--- src/rtl/codec_config_params.svh ---
`ifndef CODEC_CONFIG_PARAMS_SVH
`define CODEC_CONFIG_PARAMS_SVH

// =====================================================
// command word layout
`define CMD_CTRL_HI 15
`define CMD_CTRL_LO 14
`define CMD_RW_BIT 13
`define CMD_ADDR_HI 12
`define CMD_ADDR_LO 8
`define CMD_DATA_HI 7
`define CMD_DATA_LO 0

// =====================================================
// register addresses
`define ADDR_CONV_DIV 5'h02
`define ADDR_PHASE 5'h03
`define ADDR_GAIN 5'h04
`define ADDR_ANALOG 5'h05
`define ADDR_DIGITAL 5'h06

// =====================================================
// reset values
`define RST_CONV_DIV 8'h12
`define RST_PHASE 8'h00
`define RST_GAIN 6'h05
`define RST_ANALOG 4'h1
`define RST_DIGITAL 8'h00

// =====================================================
// field positions
`define GAIN_MON_LO 4
`define GAIN_IN_LO 2
`define GAIN_OUT_LO 0
`define ANA_SEL_LO 0
`define ANA_HPF_BIT 2
`define DIG_SWPD_BIT 0
`define DIG_SWRST_BIT 1
`define DIG_MODE16_BIT 2
`define DIG_FSD_OFF_BIT 3

// =====================================================
// timing
`define SAMPLE_BASE_DELAY 9'h080

`endif

--- src/rtl/codec_config_pkg.sv ---
package codec_config_pkg;

  typedef struct packed {
    logic [1:0] ctrl;
    logic rw;
    logic [4:0] addr;
    logic [7:0] data;
  } cmd_word_t;

  typedef struct packed {
    logic [1:0] monitorGain;
    logic [1:0] inputGain;
    logic [1:0] outputGain;
  } gain_fields_t;

  typedef enum logic [1:0] {
    PD_EXTERNAL,
    PD_WAIT_LOW,
    PD_WAIT_HIGH
  } pd_state_t;

  typedef struct packed {
    logic [7:0] convDiv;
    logic [7:0] phase;
    gain_fields_t gain;
    logic [3:0] analog;
    logic [7:0] digital;
    pd_state_t pdState;
    logic rstPending;
    logic softResetPulse;
    logic [8:0] fclkCnt;
    logic fclkTick;
    logic [7:0] convCnt;
    logic convTick;
    logic [8:0] sampleCnt;
    logic sampleBusy;
    logic sampleTick;
    logic [15:0] readData;
    logic readValid;
    logic powerDown;
    logic [1:0] primaryCtrl;
  } cfg_state_t;

endpackage : codec_config_pkg

--- src/rtl/codec_config_registers.sv ---
// What this block does
// - decode addresses two through six
// - conversion clock is divided clock over divider
// - divider resets to decimal eighteen
// - divided clock is master over twice first divider
// - signed phase byte shifts sampling instant
// - phase byte resets to zero
// - gain register holds three two-bit fields
// - monitor gain: squelch, 0, -8, -18 dB
// - monitor gain resets to squelch
// - input gain resets to 0 dB
// - output gain resets to 0 dB
// - input select picks loopback, main, aux, sum
// - input select resets to main inputs
// - filter bit resets 0, 1 bypasses
// - analog read repeats low nibble high
// - soft power-down clears after pin cycles
// - 16-bit mode ignores primary control bits
// - digital register resets to zero
`timescale 1ns/1ps
`include "codec_config_params.svh"

module codec_config_registers (
  input wire logic ref_clk,
  input wire logic reset_n,
  input wire logic cmdValid,
  input wire codec_config_pkg::cmd_word_t cmdWord,
  input wire logic [7:0] clockDivider,
  input wire logic powerDownPin,
  input wire logic [1:0] primaryCtrlIn,
  output logic [15:0] readData,
  output logic readValid,
  output logic fclkTick,
  output logic convTick,
  output logic sampleTick,
  output logic [7:0] conversionDivider,
  output logic [7:0] samplePhaseShift,
  output codec_config_pkg::gain_fields_t gainFields,
  output logic [1:0] inputSelect,
  output logic highPassBypass,
  output logic frameSyncOutDisable,
  output logic [7:0] digitalConfig,
  output logic powerDown,
  output logic [1:0] primaryCtrl,
  output logic softResetPulse
);
  import codec_config_pkg::*;

  cfg_state_t cur_ff;
  cfg_state_t nxt_cur;

  // =====================================================
  // decode helpers
  function automatic logic hitReg(input cmd_word_t w,
                                  input logic [4:0] a);
    hitReg = (w.addr == a);
  endfunction : hitReg

  function automatic cfg_state_t defaults();
    cfg_state_t d;
    d = '0;
    d.convDiv = `RST_CONV_DIV;
    d.phase = `RST_PHASE;
    d.gain = `RST_GAIN;
    d.analog = `RST_ANALOG;
    d.digital = `RST_DIGITAL;
    d.pdState = PD_EXTERNAL;
    d.powerDown = 1'b0;
    defaults = d;
  endfunction : defaults

  logic wrStrobe;
  logic rdStrobe;
  logic [8:0] fclkLimit;
  logic [8:0] sampleLoad;

  always_comb begin
    wrStrobe = cmdValid && !cmdWord.rw;
    rdStrobe = cmdValid && cmdWord.rw;
    fclkLimit = {clockDivider, 1'b0};
    // base delay keeps negative shifts reachable
    sampleLoad = 9'(`SAMPLE_BASE_DELAY +
                 {{1{cur_ff.phase[7]}}, cur_ff.phase});
  end

  // =====================================================
  // next state
  always_comb begin
    nxt_cur = cur_ff;
    nxt_cur.readValid = 1'b0;
    nxt_cur.softResetPulse = 1'b0;
    nxt_cur.fclkTick = 1'b0;
    nxt_cur.convTick = 1'b0;
    nxt_cur.sampleTick = 1'b0;

    // divided clock from master clock
    if (fclkLimit <= 9'h001 || cur_ff.fclkCnt >= fclkLimit - 9'h001) begin
      nxt_cur.fclkCnt = '0;
      nxt_cur.fclkTick = 1'b1;
    end else begin
      nxt_cur.fclkCnt = cur_ff.fclkCnt + 9'h001;
    end

    // conversion clock from divided clock
    if (cur_ff.fclkTick) begin
      if (cur_ff.convDiv <= 8'h01 ||
          cur_ff.convCnt >= cur_ff.convDiv - 8'h01) begin
        nxt_cur.convCnt = '0;
        nxt_cur.convTick = 1'b1;
      end else begin
        nxt_cur.convCnt = cur_ff.convCnt + 8'h01;
      end
    end

    // sampling instant, master clock resolution
    if (cur_ff.convTick) begin
      nxt_cur.sampleCnt = sampleLoad;
      nxt_cur.sampleBusy = 1'b1;
    end else if (cur_ff.sampleBusy) begin
      if (cur_ff.sampleCnt == 9'h000) begin
        nxt_cur.sampleBusy = 1'b0;
        nxt_cur.sampleTick = 1'b1;
      end else begin
        nxt_cur.sampleCnt = cur_ff.sampleCnt - 9'h001;
      end
    end

    // power-down pin cycle tracking
    case (cur_ff.pdState)
      PD_EXTERNAL: begin
        if (cur_ff.digital[`DIG_SWPD_BIT]) begin
          nxt_cur.pdState = PD_WAIT_LOW;
        end
      end
      PD_WAIT_LOW: begin
        if (!powerDownPin) begin
          nxt_cur.pdState = PD_WAIT_HIGH;
        end
      end
      PD_WAIT_HIGH: begin
        if (powerDownPin) begin
          nxt_cur.pdState = PD_EXTERNAL;
          nxt_cur.digital[`DIG_SWPD_BIT] = 1'b0;
        end
      end
      default: begin
        nxt_cur.pdState = PD_EXTERNAL;
      end
    endcase

    // register writes; a write setting the bit wins
    if (wrStrobe) begin
      if (hitReg(cmdWord, `ADDR_CONV_DIV)) begin
        nxt_cur.convDiv = cmdWord.data;
      end
      if (hitReg(cmdWord, `ADDR_PHASE)) begin
        nxt_cur.phase = cmdWord.data;
      end
      if (hitReg(cmdWord, `ADDR_GAIN)) begin
        nxt_cur.gain = cmdWord.data[5:0];
      end
      if (hitReg(cmdWord, `ADDR_ANALOG)) begin
        nxt_cur.analog = cmdWord.data[3:0];
      end
      if (hitReg(cmdWord, `ADDR_DIGITAL)) begin
        nxt_cur.digital = cmdWord.data;
        nxt_cur.digital[`DIG_SWRST_BIT] = 1'b0;
        if (cmdWord.data[`DIG_SWPD_BIT]) begin
          nxt_cur.pdState = PD_WAIT_LOW;
        end
        nxt_cur.rstPending = cmdWord.data[`DIG_SWRST_BIT];
      end
    end

    // read back, upper byte always zero
    if (rdStrobe) begin
      nxt_cur.readValid = 1'b1;
      case (cmdWord.addr)
        `ADDR_CONV_DIV: nxt_cur.readData = {8'h00, cur_ff.convDiv};
        `ADDR_PHASE: nxt_cur.readData = {8'h00, cur_ff.phase};
        `ADDR_GAIN: nxt_cur.readData = {10'h000, cur_ff.gain};
        `ADDR_ANALOG: begin
          nxt_cur.readData = {8'h00, cur_ff.analog,
                              cur_ff.analog};
        end
        `ADDR_DIGITAL: nxt_cur.readData = {8'h00, cur_ff.digital};
        default: nxt_cur.readData = 16'h0000;
      endcase
    end else if (cmdValid) begin
      nxt_cur.readData = 16'h0000;
    end

    // outputs derived from settled state
    nxt_cur.powerDown = nxt_cur.digital[`DIG_SWPD_BIT] ||
                        !powerDownPin;
    nxt_cur.primaryCtrl = nxt_cur.digital[`DIG_MODE16_BIT] ?
                          2'b00 : primaryCtrlIn;

    // soft reset takes one cycle after the write
    if (cur_ff.rstPending) begin
      nxt_cur = defaults();
      nxt_cur.powerDown = !powerDownPin;
      nxt_cur.primaryCtrl = primaryCtrlIn;
      nxt_cur.softResetPulse = 1'b1;
    end
  end

  always_ff @(posedge ref_clk or negedge reset_n) begin
    if (!reset_n) begin
      cur_ff <= defaults();
    end else begin
      cur_ff <= nxt_cur;
    end
  end

  // =====================================================
  // outputs straight from state flops
  assign readData = cur_ff.readData;
  assign readValid = cur_ff.readValid;
  assign fclkTick = cur_ff.fclkTick;
  assign convTick = cur_ff.convTick;
  assign sampleTick = cur_ff.sampleTick;
  assign conversionDivider = cur_ff.convDiv;
  assign samplePhaseShift = cur_ff.phase;
  assign gainFields = cur_ff.gain;
  assign inputSelect = cur_ff.analog[1:0];
  assign highPassBypass = cur_ff.analog[`ANA_HPF_BIT];
  assign frameSyncOutDisable = cur_ff.digital[`DIG_FSD_OFF_BIT];
  assign digitalConfig = cur_ff.digital;
  assign powerDown = cur_ff.powerDown;
  assign primaryCtrl = cur_ff.primaryCtrl;
  assign softResetPulse = cur_ff.softResetPulse;

endmodule : codec_config_registers

--- config.mk ---
export PLATFORM = sky130hd
export DESIGN_NAME = codec_config_registers
export DESIGN_NICKNAME = d
export VERILOG_FILES = /design/src/rtl/codec_config_pkg.sv /design/src/rtl/codec_config_registers.sv
export VERILOG_INCLUDE_DIRS = /design/src /design/src/rtl
export SDC_FILE = /design/constraint.sdc
export NUM_CORES = 1
export LEC_CHECK = 0
export CELL_PAD_IN_SITES_DETAIL_PLACEMENT = 2
export CELL_PAD_IN_SITES_GLOBAL_PLACEMENT = 2
export CORE_ASPECT_RATIO = 1.75
export CORE_MARGIN = 2
export CORE_UTILIZATION = 42
export DETAILED_ROUTE_END_ITERATION = 12
export DONT_BUFFER_PORTS = 1
export PLACE_DENSITY_LB_ADDON = 0.05
export SLEW_MARGIN = 20
export SYNTH_ARGS = -nofsm -noshare
export SYNTH_HDL_FRONTEND = slang
export SYNTH_SLANG_ARGS = --single-unit
--- constraint.sdc ---
create_clock -name ref_clk -period 5.2 [get_ports ref_clk]
set_input_delay 1.04 -clock ref_clk [delete_from_list [all_inputs] [get_ports ref_clk]]
set_output_delay 1.04 -clock ref_clk [all_outputs]
set_load 0.005 [all_outputs]
==> summary.md <==
| Metric | Value |
|---|---|
| Final number of hold-violating endpoints | `0` |
| # setup viols final | `0` |
| Yosys warns | `0` |
| Gp weighted congestion | `0.796` |
| CP required | `5.40 ns` |
| Diode count | `0` |
| EDFF count, synth | `0` |
| Worst EP arrival | `3.37 ns` |
| Top-count cell post-synth | `dfrtp_1` |
| PostCTS Resize Cnt | `0` |
| Mapped Cells | `about 500` |
| Most frequent cell on the critical path | `ha_1` |
| Drt pass-1 iters | `4` |
| First-pass GRT wire length | `roughly 22,000 µm` |
| CTS buffer count | `9` |
| Synth cell count leaders | `dfrtp_1, buf_4, nand2_1, nor2_1, nand3_1` |
| Synth top area cells | `dfrtp_1, buf_4, ha_1, nand2_1, mux2i_1` |
| CTS tree | `built` |
| Max-cap violation count | `0` |
| Post-synth cell types | `59` |
| Status | `finished clean` |
| LEAKAGE | `0.00215 µW` |
| Asr flop ratio synth | `100%` |
| R2r startpoint | `conversionDivider[2]$_DFFE_PN0P_` |
| Largest family of logic cells by synthesized area | `simple AND/OR/NAND/NOR gates` |
| Worst hold path class | `in2async` |
| Die width | `84.1 µm` |
| Vias per Instance | `roughly 6` |
| Post-CTS Setup Bufs | `0` |
| R2R depth | `9` |
| Setup crit start kind | `input pin` |
| Slowest cell on crit path | `or3b_2` |
| Worst Setup End Kind | `flop` |
| Final ANT Viol Nets | `0` |
| Worst Tran Pin Value | `0.766 ns` |
| Xor and xnor area share after synthesis | `4.27%` |
| Unrepaired setup endpoints after global routing | `no` |
| I/O Buffers | `0` |
| Mapped Area | `0.00472 mm²` |
| Main synth FF type | `dfrtp_1` |
| Simple-gate share of the synthesized area | `20.1%` |
| Cts hold-fix bufs | `0` |
| DRT iter0 DRCs | `140` |
| Final nets | `approximately 500` |
| Layout cell share with drive strength beyond 1 | `8.13%` |
| Crit path largest cell delay | `0.48 ns` |
| Crit-path max FO | `10` |
| Clk_skew | `0.00860 ns` |
| Period utilization | `60.8%` |
| Starting Density | `42.8%` |
| Mux contribution to synthesized area | `3.84%` |
| Fmax | `0.316 GHz` |
| DIE AREA | `0.0121 mm²` |
| Critical path class | `in2reg` |
| CTS sink count | `79` |
| Syn avg cell area | `9.52 µm²` |
| CTS H-tree lvls | `3` |
| Post-Route Utilization | `43.9%` |
| DRC errors left | `0` |
| PD cells | `between 400 and 500 mW/mm²` |
| Longest Clk Path Bufs | `2` |
| Via count | `3,554` |
| DRT Wirelength | `~14,000 µm` |
| GR Util All Layers | `23.7%` |
| Total I/O pin count | `88` |
| Core Footprint | `0.0110 mm²` |
| Worst R2R Setup Slack | `2.16 ns` |
| Slew margin rel. | `about half` |
| Wire length per cell | `23.4 µm` |
| Worst skew pair latency | `0.34 ns` |
| Row cnt | `51` |
| Post-layout min period | `3.16 ns` |
| CP startpoint | `clockDivider[0]` |
| Synth Register Bits | `79` |
| Initial antenna violation count | `0` |
| Peak VDD IR | `about 0.21 mV` |
| P&R area growth vs syn | `2.65%` |
| Register area share after synthesis | `42.0%` |
| Top-area cell type share of the netlist area | `39.2%` |
| Vias in the first global route | `3,977` |
| Worst-path clk slew | `approximately 0.06 ns` |
| Post-DP HPWL | `10,200 µm` |
| Setup TNS | `0 ns` |
| CTS root buf | `clkbuf_16` |
| Fraction of the mapped netlist area in compound gates | `a little over an eighth` |
| Slew Viols, Final | `0` |
| Total gr overflow | `0` |
| Synth area leader | `dfrtp_1` |
| Largest net degree at the start of global routing | `80` |
| Adder-Cell Fraction of Synth Area | `5.83%` |
| Die height | `around 140 µm` |
| Crit-path cells | `inv_1, ha_1, or3b_2, nor3_1, xnor2_1, ha_1, a21o_1, a221oi_1, o21ai_2, nor2b_1` |
[stage by stage]
stage / setup WS [ns] / hold slack (ns) / std cells / power [µW] / area (µm²)
after floorplan: 1.96 / 0.352 / 504 / 1380 / 4750
after global placement: 1.79 / 0.496 / 571 / 1470 / 4480
after detailed placement: 1.63 / 0.498 / 571 / 1520 / 4480
after CTS: 2.01 / 0.382 / 587 / 2310 / 4840
after global routing: 1.82 / 0.379 / 587 / 2440 / 4840
final: 2.04 / 0.392 / 587 / 2280 / 4840
[worst max-delay path, delay by kind of cell]
family | cells | cell delay [ns]
adder cells (fa/ha/maj) | 2 | 0.44
AND/OR/NAND/NOR | 3 | 0.95
buffers and inverters | 1 | 0.04
XOR/XNOR | 1 | 0.18
AO/OA/AOI/OAI | 3 | 0.71
[layout by cell type, fill, tap and decap left out, drive strengths merged, types with 5 or more instances in the layout]
master | netlist | routed
a21oi | 26 | 26
dfstp | 5 | 5
nand2b | 8 | 8
inv | 12 | 12
a31oi | 6 | 6
o211ai | 5 | 5
nor3b | 6 | 6
dfrtp | 74 | 74
a21o | 9 | 9
xnor2 | 14 | 14
ha | 22 | 22
nand3b | 6 | 6
a22oi | 10 | 10
nor3 | 19 | 19
nand3 | 29 | 29
nand2 | 49 | 49
mux2i | 17 | 17
clkbuf | 10 | 10
o21ai | 9 | 9
nor2 | 32 | 32
nor2b | 6 | 6
conb | 1 | 9
xor2 | 9 | 9
[area by class of cell]
cell class	instances	area (µm²)
clock buffer	10	229
clock inverter	6	133
inverter	12	45.0
fill	1219	6190
multi-input combinational	345	2270
tap	132	165
sequential	79	1980
timing repair buffer	3	22.5
[logic make-up (layout without fill, tap and decap cells)]
| logic type | after synthesis | after routing |
|---|---|---|
| other | 1 | 9 |
| XOR/XNOR | 23 | 23 |
| AND/OR/NAND/NOR | 184 | 184 |
| buffers and inverters | 80 | 31 |
| multiplexers | 18 | 18 |
| AO/OA/AOI/OAI | 89 | 89 |
| flip-flops | 79 | 79 |
| adder cells (fa/ha/maj) | 22 | 22 |
[path summary, 6_finish.rpt]
kind                                             endpoint
max in group asynchronous       gainFields[2]$_DFFE_PN1P_
worst min-delay path                 sampleTick$_DFF_PN0_
min in group ref_clk                 cur_ff[41]$_DFF_PN0_
worst max register to register     cur_ff[33]$_DFFE_PN0P_
worst max-delay path                   fclkTick$_DFF_PN0_
worst min register to register       cur_ff[41]$_DFF_PN0_
[power by group]
part	leakage, µW	total (µW)	internal [µW]	switching [µW]
clock	0.000173	779	517	262
combinational	0.000955	568	263	305
sequential	0.00102	931	746	185
[layer usage]
layer / part of all wire [%] / up-vias / track usage (%)
met5: 0 / - / 0
met4: 2.1 / 0 / 7.98
met3: 4.1 / 15 / 4.85
met2: 58 / 73 / 46.4
met1: 36 / 1860 / 24.6
li1: - / 1606 / -
[registers in the layout, summed over array words and instances (netlist names)]
signal / count
highPassBypass: 1
convTick: 1
sampleTick: 1
gainFields: 6
cur_ff: 31
softResetPulse: 1
primaryCtrl: 2
readData: 8
readValid: 1
fclkTick: 1
powerDown: 1
conversionDivider: 8
samplePhaseShift: 8
digitalConfig: 7
inputSelect: 2
No activity file was read; power rests on OpenSTA's default activity.
